--- config.mk ---
export PLATFORM = sky130hd
export DESIGN_NAME = mlfr_top
export DESIGN_NICKNAME = d
export VERILOG_FILES = /design/src/hdl/mlfr_pkg.sv /design/src/hdl/mlfr_ms_tick.sv /design/src/hdl/mlfr_retry_timer.sv /design/src/hdl/mlfr_top.sv
export SDC_FILE = /design/constraint.sdc
export NUM_CORES = 1
export LEC_CHECK = 0
export ABC_AREA = 1
export BUFFER_PORTS_ARGS = -buffer_cell sky130_fd_sc_hd__buf_2
export CORE_ASPECT_RATIO = 0.8
export CORE_MARGIN = 4
export CORE_UTILIZATION = 30
export DETAILED_ROUTE_END_ITERATION = 12
export PLACE_DENSITY = 0.59
export REMOVE_ABC_BUFFERS = 1
export SYNTH_ARGS = -nofsm -noshare
export SYNTH_HDL_FRONTEND = slang
export SYNTH_HIERARCHICAL = 1
export SYNTH_SLANG_ARGS = --single-unit
--- constraint.sdc ---
create_clock -name sys_clk -period 4.2 [get_ports sys_clk]
set_clock_uncertainty 0.2 [all_clocks]
set_input_delay 0.42 -clock sys_clk [delete_from_list [all_inputs] [get_ports sys_clk]]
set_output_delay 0.42 -clock sys_clk [all_outputs]
set_load 0.02 [all_outputs]
--- src/hdl/mlfr_pkg.sv ---
// Constants and types for the motor lock fault response block
//////////////////////////////////////////////////////////////////////
// Overview of operation
// Retry delay 300ms, 500ms, then 1-14 s.
// Codes 0h/1h latch fault and tristate drivers.
// Code 2h latches fault, high-side brake.
// Code 3h latches fault, low-side brake.
// Codes 4h/5h tristate, auto-clear, latch past limit.
// Code 6h high-side brake with limited retries.
// Code 7h low-side brake with limited retries.
// Code 8h only reports the lock fault.
// Codes 9h, Ah, Ch disable lock detection.
// Position-detect timeout fault only when enabled.
// Retry counter counts clears, compared to limit.
//////////////////////////////////////////////////////////////////////
package mlfr_pkg;

  // Clock rate and time base
  localparam int          CLK_MHZ         = 250;
  localparam int          MS_NS           = 1000000;
  localparam int          MS_CYCLES       = MS_NS * CLK_MHZ / 1000;

  // Retry delay figures in ms
  localparam logic [13:0] RETRY_MS_CODE0  = 14'd300;
  localparam logic [13:0] RETRY_MS_CODE1  = 14'd500;
  localparam logic [13:0] RETRY_MS_STEP   = 14'd1000;

  // Register byte addresses
  localparam logic [7:0]  ADDR_CONFIG     = 8'h00;
  localparam logic [7:0]  ADDR_CTRL       = 8'h04;
  localparam logic [7:0]  ADDR_STATUS     = 8'h08;
  localparam logic [7:0]  ADDR_MASK       = 8'h0c;
  localparam logic [7:0]  ADDR_STATE      = 8'h10;

  // Config field positions
  localparam int          DELAY_LSB       = 7;
  localparam int          RESP_LSB        = 3;
  localparam int          IPD_EN_BIT      = 2;
  // Control field positions
  localparam int          LIMIT_LSB       = 0;
  localparam int          CLEAR_BIT       = 8;

  // Reset values
  localparam logic [3:0]  DELAY_RST       = 4'h0;
  localparam logic [3:0]  RESP_RST        = 4'h0;
  localparam logic        IPD_EN_RST      = 1'b0;
  localparam logic [2:0]  LIMIT_RST       = 3'h0;
  localparam logic [3:0]  MASK_RST        = 4'h0;

  // Status bit positions
  localparam int          ST_LOCK         = 0;
  localparam int          ST_LATCH        = 1;
  localparam int          ST_IPD          = 2;
  localparam int          ST_RETRY        = 3;

  typedef enum logic [1:0] {MLFR_IDLE, MLFR_RETRY, MLFR_LATCHED} mlfr_state_t;

  // Decode of the retry delay field into ms
  function automatic logic [13:0] retryDelayMs(input logic [3:0] code);
    logic [13:0] ms;
    ms = 14'd0;
    case (code)
      4'h0:    ms = RETRY_MS_CODE0;
      4'h1:    ms = RETRY_MS_CODE1;
      default: ms = 14'(({10'd0, code} - 14'd1) * RETRY_MS_STEP);
    endcase
    return ms;
  endfunction

endpackage

--- src/hdl/mlfr_ms_tick.sv ---
// One-millisecond enable pulse divider
`timescale 1ns/10ps
module mlfr_ms_tick
  import mlfr_pkg::*;
#(
  parameter int MS_CYC = MS_CYCLES
)
(
  input  wire logic sys_clk,
  input  wire logic nrst,
  output logic      msTick
);

  logic [31:0] cnt_r;
  logic [31:0] cnt_nxt;
  logic        tick_nxt;

  // Count cycles, pulse once per ms
  always_comb
  begin
    tick_nxt = 1'b0;
    cnt_nxt  = cnt_r + 32'd1;
    if (cnt_r >= 32'(MS_CYC - 1))
    begin
      cnt_nxt  = 32'd0;
      tick_nxt = 1'b1;
    end
  end

  // Register divider
  always_ff @(posedge sys_clk or negedge nrst)
  begin
    if (!nrst)
    begin
      cnt_r  <= 32'd0;
      msTick <= 1'b0;
    end
    else
    begin
      cnt_r  <= cnt_nxt;
      msTick <= tick_nxt;
    end
  end

endmodule

--- src/hdl/mlfr_retry_timer.sv ---
// Retry delay timer counting ms ticks
`timescale 1ns/10ps
module mlfr_retry_timer
  import mlfr_pkg::*;
(
  input  wire logic       sys_clk,
  input  wire logic       nrst,
  input  wire logic       start,
  input  wire logic       abort,
  input  wire logic [3:0] delayCode,
  input  wire logic       msTick,
  output logic            done
);

  logic [13:0] left_r;
  logic [13:0] left_nxt;
  logic        run_r;
  logic        run_nxt;
  logic        done_nxt;

  // Load on start, count down per tick
  always_comb
  begin
    left_nxt = left_r;
    run_nxt  = run_r;
    done_nxt = 1'b0;
    if (abort)
      run_nxt = 1'b0;
    else if (start)
    begin
      left_nxt = retryDelayMs(delayCode);
      run_nxt  = 1'b1;
    end
    else if (run_r && msTick)
    begin
      left_nxt = left_r - 14'd1;
      if (left_r <= 14'd1)
      begin
        run_nxt  = 1'b0;
        done_nxt = 1'b1;
      end
    end
  end

  // Register timer
  always_ff @(posedge sys_clk or negedge nrst)
  begin
    if (!nrst)
    begin
      left_r <= 14'd0;
      run_r  <= 1'b0;
      done   <= 1'b0;
    end
    else
    begin
      left_r <= left_nxt;
      run_r  <= run_nxt;
      done   <= done_nxt;
    end
  end

endmodule

--- src/hdl/mlfr_top.sv ---
// Motor lock fault response with APB registers and interrupt
`timescale 1ns/10ps
module mlfr_top
  import mlfr_pkg::*;
#(
  parameter int MS_CYC = MS_CYCLES
)
(
  input  wire logic        sys_clk,
  input  wire logic        nrst,
  input  wire logic        psel,
  input  wire logic        penable,
  input  wire logic        pwrite,
  input  wire logic [7:0]  paddr,
  input  wire logic [31:0] pwdata,
  output logic [31:0]      prdata,
  output logic             pready,
  output logic             pslverr,
  input  wire logic        lockDetect,
  input  wire logic        ipdTimeout,
  output logic             faultIndicatorLow,
  output logic             gateTristate,
  output logic             highSideBrake,
  output logic             lowSideBrake,
  output logic             irq
);

  //////////////////////////////////////////////////////////////////////
  // Declarations
  logic [3:0]  delay_r;
  logic [3:0]  delay_nxt;
  logic [3:0]  resp_r;
  logic [3:0]  resp_nxt;
  logic        ipdEn_r;
  logic        ipdEn_nxt;
  logic [2:0]  limit_r;
  logic [2:0]  limit_nxt;
  logic [3:0]  status_r;
  logic [3:0]  status_nxt;
  logic [3:0]  mask_r;
  logic [3:0]  mask_nxt;
  logic [31:0] rdata_nxt;
  logic        ready_nxt;
  logic        err_nxt;
  logic        setup;
  logic        wrAcc;
  logic        mapped;
  logic        clearCmd;
  mlfr_state_t state_r;
  mlfr_state_t state_nxt;
  logic [3:0]  action_r;
  logic [3:0]  action_nxt;
  logic [2:0]  retryCnt_r;
  logic [2:0]  retryCnt_nxt;
  logic        ipdFault_r;
  logic        ipdFault_nxt;
  logic        lockPrev_r;
  logic        lockRise;
  logic        lockEnabled;
  logic        retryMode;
  logic        reportOnly;
  logic        timerStart;
  logic        timerDone;
  logic        msTick;
  logic        evLock;
  logic        evLatch;
  logic        evRetry;
  logic        evIpd;
  logic        fault_indicator_low_nxt;
  logic        tri_nxt;
  logic        hs_nxt;
  logic        ls_nxt;

  //////////////////////////////////////////////////////////////////////
  // Time base and retry delay
  mlfr_ms_tick #(
    .MS_CYC (MS_CYC)
  ) uTick (
    .sys_clk (sys_clk),
    .nrst    (nrst),
    .msTick  (msTick)
  );

  mlfr_retry_timer uTimer (
    .sys_clk   (sys_clk),
    .nrst      (nrst),
    .start     (timerStart),
    .abort     (clearCmd),
    .delayCode (delay_r),
    .msTick    (msTick),
    .done      (timerDone)
  );

  //////////////////////////////////////////////////////////////////////
  // APB decode
  assign setup    = psel && !penable;
  assign wrAcc    = psel && penable && pwrite && pready;
  assign mapped   = (paddr == ADDR_CONFIG) || (paddr == ADDR_CTRL) ||
                    (paddr == ADDR_STATUS) || (paddr == ADDR_MASK) ||
                    (paddr == ADDR_STATE);
  assign clearCmd = wrAcc && (paddr == ADDR_CTRL) && pwdata[CLEAR_BIT];

  // Read data, ready and error prepared in the setup cycle
  always_comb
  begin
    rdata_nxt = 32'h0;
    ready_nxt = setup;
    err_nxt   = setup && !mapped;
    if (setup && !pwrite)
    begin
      case (paddr)
        ADDR_CONFIG: rdata_nxt = {21'h0, delay_r, resp_r, ipdEn_r, 2'h0};
        ADDR_CTRL:   rdata_nxt = {29'h0, limit_r};
        ADDR_STATUS: rdata_nxt = {28'h0, status_r};
        ADDR_MASK:   rdata_nxt = {28'h0, mask_r};
        ADDR_STATE:  rdata_nxt = {20'h0, action_r, 1'b0, retryCnt_r,
                                  ipdFault_r, 1'b0, 2'(state_r)};
        default:     rdata_nxt = 32'h0;
      endcase
    end
  end

  // Register bus answer
  always_ff @(posedge sys_clk or negedge nrst)
  begin
    if (!nrst)
    begin
      prdata  <= 32'h0;
      pready  <= 1'b0;
      pslverr <= 1'b0;
    end
    else
    begin
      prdata  <= rdata_nxt;
      pready  <= ready_nxt;
      pslverr <= err_nxt;
    end
  end

  //////////////////////////////////////////////////////////////////////
  // Software registers
  always_comb
  begin
    delay_nxt = delay_r;
    resp_nxt  = resp_r;
    ipdEn_nxt = ipdEn_r;
    limit_nxt = limit_r;
    mask_nxt  = mask_r;
    if (wrAcc)
    begin
      case (paddr)
        ADDR_CONFIG:
        begin
          delay_nxt = pwdata[DELAY_LSB +: 4];
          resp_nxt  = pwdata[RESP_LSB +: 4];
          ipdEn_nxt = pwdata[IPD_EN_BIT];
        end
        ADDR_CTRL:   limit_nxt = pwdata[LIMIT_LSB +: 3];
        ADDR_MASK:   mask_nxt  = pwdata[3:0];
        default:     mask_nxt  = mask_r;
      endcase
    end
  end

  // Status bits: a new event wins over a write-one clear
  always_comb
  begin
    status_nxt = status_r;
    if (wrAcc && (paddr == ADDR_STATUS))
      status_nxt = status_r & ~pwdata[3:0];
    status_nxt = status_nxt | {evRetry, evIpd, evLatch, evLock};
  end

  // Register software state
  always_ff @(posedge sys_clk or negedge nrst)
  begin
    if (!nrst)
    begin
      delay_r  <= DELAY_RST;
      resp_r   <= RESP_RST;
      ipdEn_r  <= IPD_EN_RST;
      limit_r  <= LIMIT_RST;
      mask_r   <= MASK_RST;
      status_r <= 4'h0;
    end
    else
    begin
      delay_r  <= delay_nxt;
      resp_r   <= resp_nxt;
      ipdEn_r  <= ipdEn_nxt;
      limit_r  <= limit_nxt;
      mask_r   <= mask_nxt;
      status_r <= status_nxt;
    end
  end

  //////////////////////////////////////////////////////////////////////
  // Response mode decode
  // Codes Bh, Dh, Eh and Fh fall in the disabled group
  assign lockEnabled = (resp_r <= 4'h8);
  assign reportOnly  = (resp_r == 4'h8);
  assign retryMode   = (resp_r >= 4'h4) && (resp_r <= 4'h7);
  assign lockRise    = lockDetect && !lockPrev_r && lockEnabled;

  // Lock fault sequencer
  always_comb
  begin
    state_nxt    = state_r;
    action_nxt   = action_r;
    retryCnt_nxt = retryCnt_r;
    timerStart   = 1'b0;
    evLock       = 1'b0;
    evLatch      = 1'b0;
    evRetry      = 1'b0;
    case (state_r)
      MLFR_IDLE:
      begin
        if (lockRise)
        begin
          evLock     = 1'b1;
          action_nxt = resp_r;
          if (reportOnly)
            state_nxt = MLFR_IDLE;
          else if (!retryMode)
          begin
            state_nxt = MLFR_LATCHED;
            evLatch   = 1'b1;
          end
          // Retries used up: hold the fault until software clears it
          else if (retryCnt_r >= limit_r)
          begin
            state_nxt = MLFR_LATCHED;
            evLatch   = 1'b1;
          end
          else
          begin
            state_nxt  = MLFR_RETRY;
            timerStart = 1'b1;
          end
        end
      end
      MLFR_RETRY:
      begin
        if (clearCmd)
          state_nxt = MLFR_IDLE;
        else if (timerDone)
        begin
          state_nxt    = MLFR_IDLE;
          retryCnt_nxt = retryCnt_r + 3'd1;
          evRetry      = 1'b1;
        end
      end
      MLFR_LATCHED:
      begin
        if (clearCmd)
          state_nxt = MLFR_IDLE;
      end
      default:
        state_nxt = MLFR_IDLE;
    endcase
  end

  // Position-detect timeout fault
  always_comb
  begin
    evIpd        = ipdTimeout && ipdEn_r;
    ipdFault_nxt = ipdFault_r;
    if (clearCmd)
      ipdFault_nxt = 1'b0;
    if (evIpd)
      ipdFault_nxt = 1'b1;
  end

  // Register sequencer state
  always_ff @(posedge sys_clk or negedge nrst)
  begin
    if (!nrst)
    begin
      state_r    <= MLFR_IDLE;
      action_r   <= 4'h0;
      retryCnt_r <= 3'h0;
      ipdFault_r <= 1'b0;
      lockPrev_r <= 1'b0;
    end
    else
    begin
      state_r    <= state_nxt;
      action_r   <= action_nxt;
      retryCnt_r <= retryCnt_nxt;
      ipdFault_r <= ipdFault_nxt;
      lockPrev_r <= lockDetect;
    end
  end

  //////////////////////////////////////////////////////////////////////
  // Driver actions and fault indicator
  always_comb
  begin
    tri_nxt    = 1'b0;
    hs_nxt     = 1'b0;
    ls_nxt     = 1'b0;
    fault_indicator_low_nxt = 1'b1;
    if (state_nxt != MLFR_IDLE)
    begin
      fault_indicator_low_nxt = 1'b0;
      case (action_nxt)
        4'h0, 4'h1, 4'h4, 4'h5: tri_nxt = 1'b1;
        4'h2, 4'h6:             hs_nxt  = 1'b1;
        4'h3, 4'h7:             ls_nxt  = 1'b1;
        default:                tri_nxt = 1'b0;
      endcase
    end
    // Report-only and position faults pull only the indicator
    if (reportOnly && lockDetect)
      fault_indicator_low_nxt = 1'b0;
    if (ipdFault_nxt)
      fault_indicator_low_nxt = 1'b0;
  end

  // Register outputs and interrupt
  always_ff @(posedge sys_clk or negedge nrst)
  begin
    if (!nrst)
    begin
      faultIndicatorLow <= 1'b1;
      gateTristate      <= 1'b0;
      highSideBrake     <= 1'b0;
      lowSideBrake      <= 1'b0;
      irq               <= 1'b0;
    end
    else
    begin
      faultIndicatorLow <= fault_indicator_low_nxt;
      gateTristate      <= tri_nxt;
      highSideBrake     <= hs_nxt;
      lowSideBrake      <= ls_nxt;
      irq               <= |(status_nxt & mask_r);
    end
  end

endmodule

# Yosys cells after proc, flatten, opt, wreduce, memory -nomap -nowiden
# Index checks and enable logic that the tools add are counted.
# word_totals
register_bits	119
output_inout_bits	39
word_cells	148
# op_classes
addsub	4
multipliers	1
magnitude_cmp	6
n_eq_ne	15
muxes	52
n_bitwise	5
reduce_logical	41
# op_table
cell	n
$mux W32	2
$pmux W12 S5	1
$mux W1	35
$add A32 B1 Y32 const B	1
$ge A32 B18 Y1 const B	1
$mux W14	2
$pmux W14 S2	1
$eq A4 B3 Y1 const B	4
$eq A8 B4 Y1 const B	2
$logic_and A1 B1 Y1	15
$le A14 B1 Y1 const B	1
$mul A14 B7 Y11 const B	1
$mux W2	7
$sub A14 B1 Y14 const B	1
$mux W4	3
$reduce_and A2 Y1	5
$and A4 B4 Y4	2
$eq A4 B1 Y1 const B	2
$eq A4 B2 Y1 const B	2
$eq A8 B3 Y1 const B	1
$eq A8 B5 Y1 const B	1
$logic_not A4 Y1	2
$logic_not A8 Y1	1
$reduce_or A4 Y1	2
20 further kinds	29

# Longest topological paths before layout
# depth
ltp_word	11
depth_mapped	23
mapped_depth_nobuf	23

# Cells and area by module
# Netlist, hierarchy kept.
# by_module_without_submodules
mod	n_inst	cells_each	area_per_inst_um2	seq_area_each_um2
mlfr_top	1	294	2519.9	1252.5
mlfr_retry_timer	1	294	2085.8	400.4
mlfr_ms_tick	1	166	1473.9	825.8

# Worst setup path after synthesis
# Ideal clock, no wire load.
# synth_path
path_type	register to register
start	register delay_r[0]
end	register uTimer.left_r[13]
arrival_ns	4.013
required_time_ns	3.879
slack_ns	-0.134
stages_incl_launch_ff	19
n_path_buf	0
cell_sequence	dfrtp_1 > inv_1 > ha_1 > xor2_1 > fa_1 > ha_1 > fa_1 > inv_1 > fa_1 > inv_1 > ha_1 > nand2_1 > nand2_1 > a21oi_1 > nand2_1 > inv_1 > nand2_1 > nand3_1 > a21oi_1
# synth_between
elab_chain_cells	4
word_cells_on_any_way	6
# synth_lines
item	line	text
start: declaration	mlfr_top.sv:30	logic [3:0] delay_r;
start signal: assignment	mlfr_top.sv:188	delay_r <= delay_nxt;
$sub A4 B1 Y5	mlfr_pkg.sv:65	default: ms = 14'(({10'd0, code} - 14'd1) * RETRY_MS_STEP);
$mul A14 B7 Y11	mlfr_pkg.sv:65	
$pmux W14 S2 *	mlfr_pkg.sv:62	case (code)
$mux W14 *	mlfr_retry_timer.sv:29	else if (start)
end signal: assignment	mlfr_retry_timer.sv:56	left_r <= left_nxt;
end: declaration	mlfr_retry_timer.sv:15	logic [13:0] left_r;
# Mark *: on every way between the ends. The rest lies on a longest branch, timed or not.
# A chain may end at the register's enable or synchronous reset.

# Worst setup path in the final report
# layout_path
start	register delay_r[1]
end	register uTimer.left_r[12]
# Same word-level chain as after synthesis.

==> metrics.txt <==
status=finished clean; Largest stage delay, worst path=0.53 ns; Sequential Area=2480 sq um; Total Routed Length=13.6 mm; total power draw=2.07 mW; chip width=167 microns; Async SR Flop Fraction=100%; crit share post-route=95.5%; first-pass GRT wire length=22.8 mm; metal2 WL=5.65 mm; Reg2Reg Depth=21; Synth Register Bits=99; Main synth FF type=dfrtp_1; Initial Util=30.6%; Power per Cell Area=287 nW/um^2; Synth area leader=dfrtp_1; post-DP HPWL=10.3 mm; largest net degree at the start of global routing=48; Initial DRC Count=365; Max VDD drop=194 uV; RR Startpoint=delay_r[1]$_DFFE_PN0P_; Synth Warn #=6; filler cell count=2059; Multi-input gate area=3310 sq um; Fmax=249 MHz; Via density=4.36; Top Metal Used=met5; Tmin final=4.01 ns; Leakage=3.48 nW; cell family with most CP delay=adder cells; GR Util All Layers=12.4%; PortBufs=44; RSZ-0062 raised after global routing=true; Yosys cell types=42; DR DRC count=0; WS Path Type=register to register; Root Driver=clkbuf_16; top cells by area, synth=dfrtp_1, nand2_1, ha_1; worst hold start=lockDetect; TritonCTS clock tree=done; Critical Path Most Common Cell=nand2_1; cell with the most instances after synthesis=nand2_1; worst rel slew slack=60.5%; ANT cells=0; crit end category=register; TritonCTS buffer count=9; startpoint types=register; mapped cell area=6080 sq um; clock buffer depth=2; CTS Sinks=99; Worst Max-Slew Pin Slew=0.592 ns; met3 wire length=665 microns; via count=4822; final setup violation count=0; commonest cells in the netlist=nand2_1, inv_1, dfrtp_1; ratio of cells with drive above 1 in the final layout=18.9%; Yosys top cell area share=40.3%; H-Tree Depth=3; Slew Limit Fails=0; DIE HEIGHT=135 microns; R2R setup slack=0.19 ns; routability cong.=0.839; Hold Vio Cnt, Final=0; Critical Path Slowest Stage Cell=fa_1; Pre-antenna DRT Iters=6; Clk Latency, worst-skew pair=0.35 ns; Hold Crit Depth=1; IO Pins=86; Synth-to-Final Area Change=18.6%; antenna violations before repair=1; final net count=929; reg2reg end=uTimer/left_r[12]$_DFFE_PN0P_; Final Cell Area=7210 sq um; CP arrival=4.05 ns; worst path cell trace=inv_2 > ha_2 > nand2_2 > nand2_2 > xor2_4 > fa_1 > ha_4 > fa_1 > inv_1 > fa_1 > inv_2 > ha_4 > nand2_2 > inv_2 > nand4_1 > nand3_1 > nand2_1 > nand3_2 > nand2_1 > nand2_1 > nand2_1; Post-DRT Antenna Nets=0; Mean Syn Cell Area=8.06 sq um; Worst-path clk slew=0.07 ns; vias in the first global route=4519; die area=22600 sq um; GRT Residual Overflow=0; worst hold path class=input port to register; routed len/inst=12.2 microns; post-placement cell area=6720 sq um; WP buf/inv=4; max_cap viols=0; CP Data Required Time=4.24 ns; CP max FO=4; Synth Instances=754; register area share after synthesis=40.8%; Post-synth EDFFs=0; core area=19900 sq um; Hold Path Sink=lockPrev_r$_DFF_PN0_; row cnt=46; metal1 wirelength=7.15 mm
## where the power goes
group	leakage (nW)	internal, mW	switching [mW]
sequential	1.27	0.966	0.00495
clock	0.144	0.468	0.371
combinational	2.06	0.100	0.156
total	3.48	1.53	0.532
## metrics by stage
stage | instances | worst slack, ns | hold slack (ns) | util (%) | TNS [ns]
6_report | 1107 | 0.191 | 0.0170 | 36.3 | 0
5_1_grt | 1107 | 0.00192 | 0.00538 | 36.3 | 0
3_3_place_gp | 1089 | -0.00594 | 0.271 | 33.9 | -0.00594
3_5_place_dp | 1089 | -0.0399 | 0.278 | 33.9 | -0.0399
2_1_floorplan | 760 | -0.140 | -0.0756 | - | -0.364
4_1_cts | 1106 | 0.00889 | 0.00133 | 35.5 | 0
## sequential cells by signal, summed over array words and instances (netlist names), 4 cells and up
signal         flops
uTick/cnt_r       32
resp_r             4
status_r           4
mask_r             4
delay_r            4
prdata            12
uTimer/left_r     14
action_r           4
## worst register-to-register path: stages, from the launching register on
cell and delay (ns):
dfrtp_1 0.39, inv_2 0.09, ha_2 0.17, nand2_2 0.05, nand2_2 0.13, xor2_4 0.20
fa_1 0.47, ha_4 0.24, fa_1 0.53, inv_1 0.05, fa_1 0.48, inv_2 0.05
ha_4 0.28, nand2_2 0.06, inv_2 0.06, nand4_1 0.09, nand3_1 0.11, nand2_1 0.06
nand3_2 0.06, nand2_1 0.05, nand2_1 0.05, nand2_1 0.05
## cell usage in the layout (no fill, tap or decap), drive strengths merged, types with 3 or more instances in the layout
cell,count
a21oi,19
buf,66
clkbuf,10
conb,34
dfrtp,98
fa,11
ha,33
inv,106
mux2,4
nand2,184
nand3,59
nand3b,3
nand4,10
nor2,108
nor3,14
o21ai,35
o22ai,3
or2,3
xnor2,9
xor2,17
## worst max path at each step
stage                           start                       endpoint  slack [ns]  cells past startpoint
2_1_floorplan  delay_r[0]$_DFFE_PN0P_  uTimer/left_r[12]$_DFFE_PN0P_       -0.14                     19
3_3_place_gp   delay_r[1]$_DFFE_PN0P_  uTimer/left_r[13]$_DFFE_PN0P_      -0.006                     20
3_5_place_dp   delay_r[1]$_DFFE_PN0P_  uTimer/left_r[13]$_DFFE_PN0P_       -0.04                     19
4_1_cts        delay_r[1]$_DFFE_PN0P_  uTimer/left_r[13]$_DFFE_PN0P_       0.009                     19
5_1_grt        delay_r[0]$_DFFE_PN0P_  uTimer/left_r[13]$_DFFE_PN0P_       0.002                     20
6_report       delay_r[1]$_DFFE_PN0P_  uTimer/left_r[12]$_DFFE_PN0P_        0.19                     21
## kinds of logic after synthesis
kind of cell	after synthesis	share of synthesized area [%]
xor+xnor	26	3.75
mux	4	0.741
compound gates	64	5.70
simple gates	386	29.0
flops	99	40.8
buf+inv	129	9.47
fa+ha+maj	44	10.4
other cells	2	0.124
## metal layers
metal,vias up,track usage [%]
met2,89,17.5
met3,8,3.44
met5,-,0
met1,2228,18.9
li1,2495,-
met4,2,2.57
## timing repair
action                                 CTS  global route
hold buffers                             1             0
gates resized for setup                  3            29
pin swaps                                0            15
setup endpoints to repair                2             5
endpoints found under the hold margin   44             0
gates cloned                             0             0
buffers inserted                         0             1
## layout make-up
class	count	area share, %
flip-flops and latches	99	34.4
clock buffers	10	3.18
repair buffers	67	5.62
inverters	103	5.36
clock inverters	6	0.955
multi-input cells	558	45.9
well taps	264	4.58
(Power assumes the default switching activity.)
